### src/design/tsf_pkg.sv
// Constants, types and helpers for the touch second/third level filter.
// Behaviour
// - Second-stage sample count field 4:3 picks 4, 6, 10 or 18 samples.
// - Sample interval field 2:0 picks 1 ms doubling up to 128 ms.
// - Charge time field 7:5 picks 0.5 us doubling to 32 us; code 0 is barred.
// - The second-stage result is readable as a high and low data byte pair.
// - While a touch is held the baseline keeps its value until release.
// - With all thresholds zero, detection is off and the baseline is a low-pass.
// - Without touch the baseline follows the max, drift step and count settings.
// - Max step 5:0 (1..63) bounds the variation passed; zero is barred.
// - Drift step 5:0 (1..63) is the baseline step on real drift; zero barred.
// - Drift count 3:0 gives the run of excursions needed: 0->1, n->n+1, 15->15.
// - The filter configuration register sits at address 0x43.
// - A touch is seen when baseline minus filtered data passes the threshold.
package tsf_pkg;
	localparam logic [7:0] TSF_ADDR_MAX_STEP = 8'h26;
	localparam logic [7:0] TSF_ADDR_DRIFT_STEP = 8'h27;
	localparam logic [7:0] TSF_ADDR_DRIFT_COUNT = 8'h28;
	localparam logic [7:0] TSF_ADDR_FILTER_CFG = 8'h43;
	localparam logic [7:0] TSF_ADDR_FDATA_LO = 8'h04;
	localparam logic [7:0] TSF_ADDR_FDATA_HI = 8'h05;

	localparam logic [7:0] TSF_CFG_RST = 8'h24;
	localparam logic [5:0] TSF_MAX_STEP_RST = 6'h01;
	localparam logic [5:0] TSF_DRIFT_STEP_RST = 6'h01;
	localparam logic [3:0] TSF_DRIFT_COUNT_RST = 4'h0;

	localparam int TSF_CLK_PERIOD_NS = 10;
	localparam int TSF_BASE_INTERVAL_MS = 1;
	localparam int TSF_MS_CYCLES =
		TSF_BASE_INTERVAL_MS * 1000000 / TSF_CLK_PERIOD_NS;
	localparam int TSF_CHARGE_BASE_NS = 500;
	localparam int TSF_CHARGE_BASE_CYCLES =
		(TSF_CHARGE_BASE_NS + TSF_CLK_PERIOD_NS - 1) / TSF_CLK_PERIOD_NS;

	localparam int TSF_DATA_W = 10;
	localparam int TSF_SUM_W = 15;

	typedef struct packed {
		logic [2:0] charge_time_sel;
		logic [1:0] second_stage_sample_count;
		logic [2:0] sample_interval_sel;
	} tsf_cfg_t;

	typedef struct packed {
		logic [7:0] touch_th;
		logic [7:0] release_th;
	} tsf_thr_t;

	typedef struct packed {
		logic wr;
		logic rd;
		logic [7:0] addr;
		logic [7:0] wdata;
	} tsf_reg_req_t;

	// Samples per second-stage average
	function automatic logic [4:0] tsf_sample_n(input logic [1:0] sel);
		unique case (sel)
			2'd0: tsf_sample_n = 5'd4;
			2'd1: tsf_sample_n = 5'd6;
			2'd2: tsf_sample_n = 5'd10;
			2'd3: tsf_sample_n = 5'd18;
		endcase
	endfunction : tsf_sample_n

	// Constant divisors keep each branch a fixed multiplier network
	function automatic logic [9:0] tsf_avg_div(input logic [14:0] s,
		input logic [1:0] sel);
		unique case (sel)
			2'd0: tsf_avg_div = 10'(s / 15'd4);
			2'd1: tsf_avg_div = 10'(s / 15'd6);
			2'd2: tsf_avg_div = 10'(s / 15'd10);
			2'd3: tsf_avg_div = 10'(s / 15'd18);
		endcase
	endfunction : tsf_avg_div

	// Run length needed before drift is believed
	function automatic logic [3:0] tsf_run_limit(input logic [3:0] code);
		tsf_run_limit = (code == 4'hF) ? 4'hF : code + 4'h1;
	endfunction : tsf_run_limit

	// Interval in 1 ms ticks
	function automatic logic [7:0] tsf_interval_ms(input logic [2:0] sel);
		tsf_interval_ms = 8'h01 << sel;
	endfunction : tsf_interval_ms

	// Charge time in clock cycles; code 0 never reaches here
	function automatic logic [11:0] tsf_charge_cycles(input logic [2:0] c);
		tsf_charge_cycles = 12'(TSF_CHARGE_BASE_CYCLES) << (c - 3'd1);
	endfunction : tsf_charge_cycles
endpackage : tsf_pkg
### src/design/tsf_avg.sv
// Second-stage averager: sums N taken samples and emits their mean.
module tsf_avg import tsf_pkg::*; (
	input wire logic clk_sys,
	input wire logic reset,
	input wire logic take,
	input wire logic [TSF_DATA_W-1:0] din,
	input wire logic [1:0] sel,
	output logic dout_valid,
	output logic [TSF_DATA_W-1:0] dout
);
	logic [4:0] cnt_r, cnt_nxt;
	logic [TSF_SUM_W-1:0] sum_r, sum_nxt;
	logic [TSF_DATA_W-1:0] dout_r, dout_nxt;
	logic dv_r, dv_nxt;

	// Accumulate; a shrinking count mid-run just ends the run early
	always_comb begin
		logic [TSF_SUM_W-1:0] s;
		s = sum_r + TSF_SUM_W'(din);
		cnt_nxt = cnt_r;
		sum_nxt = sum_r;
		dout_nxt = dout_r;
		dv_nxt = 1'b0;
		if (take) begin
			if (cnt_r + 5'd1 >= tsf_sample_n(sel)) begin
				dout_nxt = tsf_avg_div(s, sel);
				dv_nxt = 1'b1;
				cnt_nxt = 5'd0;
				sum_nxt = '0;
			end else begin
				cnt_nxt = cnt_r + 5'd1;
				sum_nxt = s;
			end
		end
	end

	// Averager state
	always_ff @(posedge clk_sys) begin
		if (reset) begin
			cnt_r <= 5'd0;
			sum_r <= '0;
			dout_r <= '0;
			dv_r <= 1'b0;
		end else begin
			cnt_r <= cnt_nxt;
			sum_r <= sum_nxt;
			dout_r <= dout_nxt;
			dv_r <= dv_nxt;
		end
	end

	assign dout_valid = dv_r;
	assign dout = dout_r;
endmodule : tsf_avg

### src/design/tsf_filter.sv
// Touch filter top: registers, interval timing, baseline and touch tracking.
module tsf_filter import tsf_pkg::*; #(
	parameter int MS_CYCLES_P = TSF_MS_CYCLES
) (
	input wire logic clk_sys,
	input wire logic reset,
	input wire tsf_reg_req_t reg_req,
	output logic [7:0] reg_rdata,
	input wire logic l1_valid,
	input wire logic [TSF_DATA_W-1:0] l1_data,
	input wire logic touch_in,
	input wire tsf_thr_t thr,
	output logic [2:0] charge_time_sel,
	output logic [11:0] charge_cycles,
	output logic filt_valid,
	output logic [TSF_DATA_W-1:0] filt_data,
	output logic baseline_valid,
	output logic [TSF_DATA_W-1:0] baseline_data,
	output logic touch_active
);
	tsf_cfg_t cfg_r, cfg_nxt;
	logic [5:0] max_step_r, max_step_nxt;
	logic [5:0] drift_step_r, drift_step_nxt;
	logic [3:0] drift_count_r, drift_count_nxt;
	logic [7:0] rdata_r, rdata_nxt;
	logic [31:0] ms_cnt_r, ms_cnt_nxt;
	logic [7:0] ivl_cnt_r, ivl_cnt_nxt;
	logic [TSF_DATA_W-1:0] hold_r, hold_nxt;
	logic have_r, have_nxt;
	logic take;
	logic avg_v;
	logic [TSF_DATA_W-1:0] avg_d;
	logic [TSF_DATA_W-1:0] base_r, base_nxt;
	logic base_ok_r, base_ok_nxt;
	logic [3:0] run_r, run_nxt;
	logic dir_r, dir_nxt;
	logic touched_r, touched_nxt;
	logic det_en;
	tsf_cfg_t wcfg;

	assign wcfg = tsf_cfg_t'(reg_req.wdata);
	// detection on only when some threshold is set
	assign det_en = (thr.touch_th != 8'h00) || (thr.release_th != 8'h00);

	// Register writes and registered reads
	always_comb begin
		cfg_nxt = cfg_r;
		max_step_nxt = max_step_r;
		drift_step_nxt = drift_step_r;
		drift_count_nxt = drift_count_r;
		rdata_nxt = rdata_r;
		if (reg_req.wr) begin
			unique case (reg_req.addr)
				TSF_ADDR_FILTER_CFG: begin
					cfg_nxt = wcfg;
					// barred zero code keeps old time
					if (wcfg.charge_time_sel == 3'd0) begin
						cfg_nxt.charge_time_sel = cfg_r.charge_time_sel;
					end
				end
				TSF_ADDR_MAX_STEP: begin
					if (reg_req.wdata[5:0] != 6'h00) begin
						max_step_nxt = reg_req.wdata[5:0];
					end
				end
				TSF_ADDR_DRIFT_STEP: begin
					if (reg_req.wdata[5:0] != 6'h00) begin
						drift_step_nxt = reg_req.wdata[5:0];
					end
				end
				TSF_ADDR_DRIFT_COUNT: drift_count_nxt = reg_req.wdata[3:0];
				default: ;
			endcase
		end
		if (reg_req.rd) begin
			unique case (reg_req.addr)
				TSF_ADDR_FILTER_CFG: rdata_nxt = cfg_r;
				TSF_ADDR_MAX_STEP: rdata_nxt = {2'b00, max_step_r};
				TSF_ADDR_DRIFT_STEP: rdata_nxt = {2'b00, drift_step_r};
				TSF_ADDR_DRIFT_COUNT: rdata_nxt = {4'h0, drift_count_r};
				TSF_ADDR_FDATA_LO: rdata_nxt = avg_d[7:0];
				TSF_ADDR_FDATA_HI: rdata_nxt = {6'h00, avg_d[9:8]};
				default: rdata_nxt = 8'h00;
			endcase
		end
	end

	// Register file state
	always_ff @(posedge clk_sys) begin
		if (reset) begin
			cfg_r <= tsf_cfg_t'(TSF_CFG_RST);
			max_step_r <= TSF_MAX_STEP_RST;
			drift_step_r <= TSF_DRIFT_STEP_RST;
			drift_count_r <= TSF_DRIFT_COUNT_RST;
			rdata_r <= 8'h00;
		end else begin
			cfg_r <= cfg_nxt;
			max_step_r <= max_step_nxt;
			drift_step_r <= drift_step_nxt;
			drift_count_r <= drift_count_nxt;
			rdata_r <= rdata_nxt;
		end
	end

	// Millisecond divider and interval timer; newest sample wins
	always_comb begin
		ms_cnt_nxt = ms_cnt_r + 32'd1;
		ivl_cnt_nxt = ivl_cnt_r;
		hold_nxt = hold_r;
		have_nxt = have_r;
		take = 1'b0;
		if (l1_valid) begin
			hold_nxt = l1_data;
			have_nxt = 1'b1;
		end
		if (ms_cnt_r >= 32'(MS_CYCLES_P - 1)) begin
			ms_cnt_nxt = 32'd0;
			ivl_cnt_nxt = ivl_cnt_r + 8'd1;
			if (ivl_cnt_r + 8'd1 >=
				tsf_interval_ms(cfg_r.sample_interval_sel)) begin
				ivl_cnt_nxt = 8'd0;
				take = have_r;
				if (!l1_valid) begin
					have_nxt = 1'b0;
				end
			end
		end
	end

	// Timing state
	always_ff @(posedge clk_sys) begin
		if (reset) begin
			ms_cnt_r <= 32'd0;
			ivl_cnt_r <= 8'd0;
			hold_r <= '0;
			have_r <= 1'b0;
		end else begin
			ms_cnt_r <= ms_cnt_nxt;
			ivl_cnt_r <= ivl_cnt_nxt;
			hold_r <= hold_nxt;
			have_r <= have_nxt;
		end
	end

	tsf_avg u_avg (
		.clk_sys(clk_sys),
		.reset(reset),
		.take(take),
		.din(hold_r),
		.sel(cfg_r.second_stage_sample_count),
		.dout_valid(avg_v),
		.dout(avg_d)
	);

	// Touch tracking and baseline update on each new average
	always_comb begin
		logic [TSF_DATA_W-1:0] mag;
		logic [TSF_DATA_W-1:0] fall;
		logic [3:0] run;
		logic up;
		up = avg_d > base_r;
		mag = up ? avg_d - base_r : base_r - avg_d;
		fall = (base_r > avg_d) ? base_r - avg_d : '0;
		run = 4'd1;
		touched_nxt = touched_r;
		base_nxt = base_r;
		base_ok_nxt = base_ok_r;
		run_nxt = run_r;
		dir_nxt = dir_r;
		if (!det_en) begin
			touched_nxt = 1'b0;
		end else if (avg_v && base_ok_r) begin
			// touch on large fall, release below threshold
			if (!touched_r && fall > TSF_DATA_W'(thr.touch_th)) begin
				touched_nxt = 1'b1;
			end else if (touched_r && fall < TSF_DATA_W'(thr.release_th)) begin
				touched_nxt = 1'b0;
			end
		end
		if (avg_v) begin
			if (!base_ok_r) begin
				base_nxt = avg_d;
				base_ok_nxt = 1'b1;
			end else if (det_en && (touched_nxt || touch_in)) begin
				run_nxt = 4'd0;
			end else if (mag <= TSF_DATA_W'(max_step_r)) begin
				base_nxt = avg_d;
				run_nxt = 4'd0;
			end else begin
				if (dir_r == up) begin
					run = run_r + 4'd1;
				end
				dir_nxt = up;
				run_nxt = run;
				// step once the run is long enough
				if (run >= tsf_run_limit(drift_count_r)) begin
					run_nxt = 4'd0;
					if (mag <= TSF_DATA_W'(drift_step_r)) begin
						base_nxt = avg_d;
					end else if (up) begin
						base_nxt = base_r + TSF_DATA_W'(drift_step_r);
					end else begin
						base_nxt = base_r - TSF_DATA_W'(drift_step_r);
					end
				end
			end
		end
	end

	// Baseline state
	always_ff @(posedge clk_sys) begin
		if (reset) begin
			base_r <= '0;
			base_ok_r <= 1'b0;
			run_r <= 4'd0;
			dir_r <= 1'b0;
			touched_r <= 1'b0;
		end else begin
			base_r <= base_nxt;
			base_ok_r <= base_ok_nxt;
			run_r <= run_nxt;
			dir_r <= dir_nxt;
			touched_r <= touched_nxt;
		end
	end

	// charge time to the front end
	assign charge_time_sel = cfg_r.charge_time_sel;
	assign charge_cycles = tsf_charge_cycles(cfg_r.charge_time_sel);
	assign reg_rdata = rdata_r;
	assign filt_valid = avg_v;
	assign filt_data = avg_d;
	assign baseline_valid = base_ok_r;
	assign baseline_data = base_r;
	assign touch_active = touched_r;
endmodule : tsf_filter

### config.mk
export PLATFORM = sky130hd
export DESIGN_NAME = tsf_filter
export DESIGN_NICKNAME = d
export VERILOG_FILES = /design/src/design/tsf_pkg.sv /design/src/design/tsf_avg.sv /design/src/design/tsf_filter.sv
export SDC_FILE = /design/constraint.sdc
export NUM_CORES = 1
export LEC_CHECK = 0
export BUFFER_PORTS_ARGS = -buffer_cell sky130_fd_sc_hd__buf_2
export CORE_MARGIN = 10
export CORE_UTILIZATION = 39
export DETAILED_ROUTE_END_ITERATION = 10
export GPL_ROUTABILITY_DRIVEN = 0
export HOLD_SLACK_MARGIN = 0.1
export PLACE_DENSITY = 0.68
export SYNTH_ARGS = -nofsm -noshare
export SYNTH_HDL_FRONTEND = slang
export SYNTH_HIERARCHICAL = 1
export SYNTH_SLANG_ARGS = --single-unit
### constraint.sdc
create_clock -name clk_sys -period 28.9 [get_ports clk_sys]
set_input_delay 4.335 -clock clk_sys [delete_from_list [all_inputs] [get_ports clk_sys]]
set_output_delay 4.335 -clock clk_sys [all_outputs]
set_load 0.05 [all_outputs]
==> flow_summary.json <==
{
  "syn_inst": 1649,
  "vias_per_cell": 5.88,
  "wl_per_cell_um": 17.9,
  "cts_tree": "done",
  "post-route-period-util_pct": 88.5,
  "fin_worst_skew_ns": 0.0126,
  "clkLatencyLatePin_ns": 0.43,
  "yosys-top-cells-area": "dfxtp_1, ha_1, nor2_1",
  "path_common_cell": "ha_1",
  "slew_headroom_pct": 17.3,
  "overflow": 0,
  "antenna_found_initial": 1,
  "path_class": "reg -> reg",
  "p_per_area_mw_per_mm2": 39.0,
  "critPathRequiredTime_ns": 29.20,
  "ir_drop_v": 0.0000352,
  "synth_seq_area_share_pct": 20.2,
  "postCtsSetupBuffers": 0,
  "antenna_left": 0,
  "final_util_pct": 44.0,
  "cts_num_sinks": 131,
  "hold_slack_ns": 0.466,
  "die_h_um": 202,
  "async_reset_ff_share_pct": 0,
  "pre_cts_slack_ns": 3.88,
  "drive_gt1_share_pct": 12.9,
  "route.detailed.drc": 0,
  "cpLargestDelayFamily": "compound AO/OA/AOI/OAI gates",
  "wl_um": 39000,
  "vias": 12802,
  "slew_violations": 0,
  "setup_violations": 0,
  "finalWorstSetupSlack_ns": 3.31,
  "power.leakage_nw": 6.09,
  "max_stage_delay_ns": 0.56,
  "cts_made_buffers": 17,
  "min_period_ns": 25.59,
  "post_cts_resized": 0,
  "worstPathMaxFanout": 9,
  "clkTransAtPathRegs_ns": 0.07,
  "ys.flop_type": "dfxtp_1",
  "coreArea_mm2": 0.0327,
  "synth_edf_count": 0,
  "synth.distinct_cells": 122,
  "clockBufferDepth": 2,
  "synth_top_area_share_pct": 20.2,
  "place_area_mm2": 0.0138,
  "initial_core_util_pct": 39.7,
  "layout_common_cells": "nor2_1, dfxtp_1, nand2_1",
  "crit_path_end_kind": "flop",
  "grt_usage_pct": 18.3,
  "synth_area_mm2": 0.0130,
  "fin_area_mm2": 0.0144,
  "dr.pass1.iters": 7,
  "maxCapViolCount": 0,
  "syn_to_final_growth_pct": 10.9,
  "grt_first_pass_wirelength_um": 63100,
  "rsz0062_at_grt": "false",
  "synth.avg_cell_area_um2": 7.87,
  "io_buffers": 92,
  "io_pins": 94,
  "critPathBufInv": 4,
  "root_buffer": "clkbuf_16",
  "hold_viol_final": 0,
  "dp_hpwl_um": 30200,
  "drt_iter0_markers": 1147,
  "nets": 1898,
  "ys_ff_latch": 131,
  "fmax_ghz": 0.0391,
  "num_rows": 66,
  "setup-tns-final_ns": 0,
  "cp_slowest_cell": "a311oi_2",
  "grt_max_degree": 48,
  "status": "finished clean",
  "start_kind": "flop",
  "grt_pass1_vias": 12270,
  "cts_hold_buf": 0,
  "final_common_cell": "nor2_1",
  "synth_top_area_cell": "dfxtp_1",
  "die_w_um": 202,
  "worst_pin_slew_ns": 1.23,
  "htree_levels": 4,
  "dieArea_mm2": 0.0410,
  "cp.arrival_ns": 25.89,
  "yosysWarningCount": 6,
  "hp-class": "reg -> reg"
}
==> cell families (layout without fill, tap and decap cells) <==
kind of cell    Yosys count  count (layout)  share of synthesized area (%)
simple gates            619             619                           24.9
other cells               1              17                         0.0289
compound gates          449             449                           24.8
fa+ha+maj               129             129                           12.6
buf+inv                 151             222                           4.83
mux                      62              62                           5.31
flops                   131             131                           20.2
xor+xnor                107             107                           7.34
==> worst paths after layout <==
| kind | startpoint | cells past startpoint | endpoint | slack (ns) |
|---|---|---|---|---|
| worst max-delay path | hold_r[0] | 109 | u_avg/dout[0] | 3.31 |
| worst min-delay path | run_r[3] | 2 | run_r[3] | 0.47 |
| worst max register to register | hold_r[0] | 109 | u_avg/dout[0] | 3.31 |
| worst min register to register | run_r[3] | 2 | run_r[3] | 0.47 |
==> layer usage <==
layer | vias to the layer above | track usage [%] | part of all wire (%)
li1 | 6186 | - | -
met1 | 6067 | 22.0 | 43
met2 | 454 | 32.5 | 49
met3 | 93 | 2.86 | 5.8
met4 | 2 | 6.02 | 2.8
met5 | - | 0 | 0.033
==> power by group <==
group | switching (mW) | internal, mW | leakage, nW
logic | 0.0972 | 0.0686 | 4.75
clock network | 0.0899 | 0.122 | 0.279
registers | 0.00151 | 0.183 | 1.06
==> per-stage QoR <==
step,power (mW),std cells
6_report,0.562,2178
3_3_place_gp,0.347,2145
2_1_floorplan,0.317,1664
5_1_grt,0.589,2177
4_1_cts,0.564,2177
3_5_place_dp,0.351,2145
==> cells in the mapped netlist, types with 8 or more instances <==
master    count
and3_1       18
o21bai_1     13
a22oi_1      15
nor2_1      173
nand3_1      66
a21o_1       35
ha_1        124
xor2_1       44
nor3_1       31
mux2i_1      44
and2_1       26
o21ai_0      65
buf_4         8
o21a_1        8
xnor2_1      62
or2_2         9
a31oi_1      13
nand3b_1      9
nor2b_1      17
nand4_1      18
or3_1        17
nor4_1       19
o211ai_1     18
inv_1        91
mux2_4        8
a211oi_1     22
nand2b_1     31
nor3b_1      10
nand2_1     125
clkbuf_1     38
dfxtp_1     131
a21oi_1     122
==> cell type report <==
cell class	instances	area [um2]
multi-input cells	1382	9800
inverters	92	345
flip-flops and latches	131	2620
well taps	442	553
repair buffers	98	508
diodes	1	2.50
clock buffers	18	439
fillers	3246	18300
clock inverters	14	129
==> state kept, by name, indices dropped and copies added (netlist names) <==
| register | count |
|---|---|
| baseline_data | 10 |
| touch_active | 1 |
| hold_r | 10 |
| drift_step_r | 6 |
| reg_rdata | 8 |
| ivl_cnt_r | 8 |
| baseline_valid | 1 |
| dir_r | 1 |
| charge_time_sel | 3 |
| u_avg/sum_r | 15 |
| run_r | 4 |
| u_avg/dout_valid | 1 |
| have_r | 1 |
| u_avg/cnt_r | 5 |
| drift_count_r | 4 |
| max_step_r | 6 |
| u_avg/dout | 10 |
| ms_cnt_r | 32 |
| cfg_r | 5 |
==> worst register-to-register path, delay by kind of cell, from the launching register on <==
family,cells,cell delay [ns]
AO/OA/AOI/OAI,37,8.88
XOR/XNOR,7,1.26
adder cells (fa/ha/maj),15,4.89
buffers and inverters,4,0.34
flip-flops,1,0.31
multiplexers,4,1.21
AND/OR/NAND/NOR,42,8.62
(Power assumes the default switching activity.)
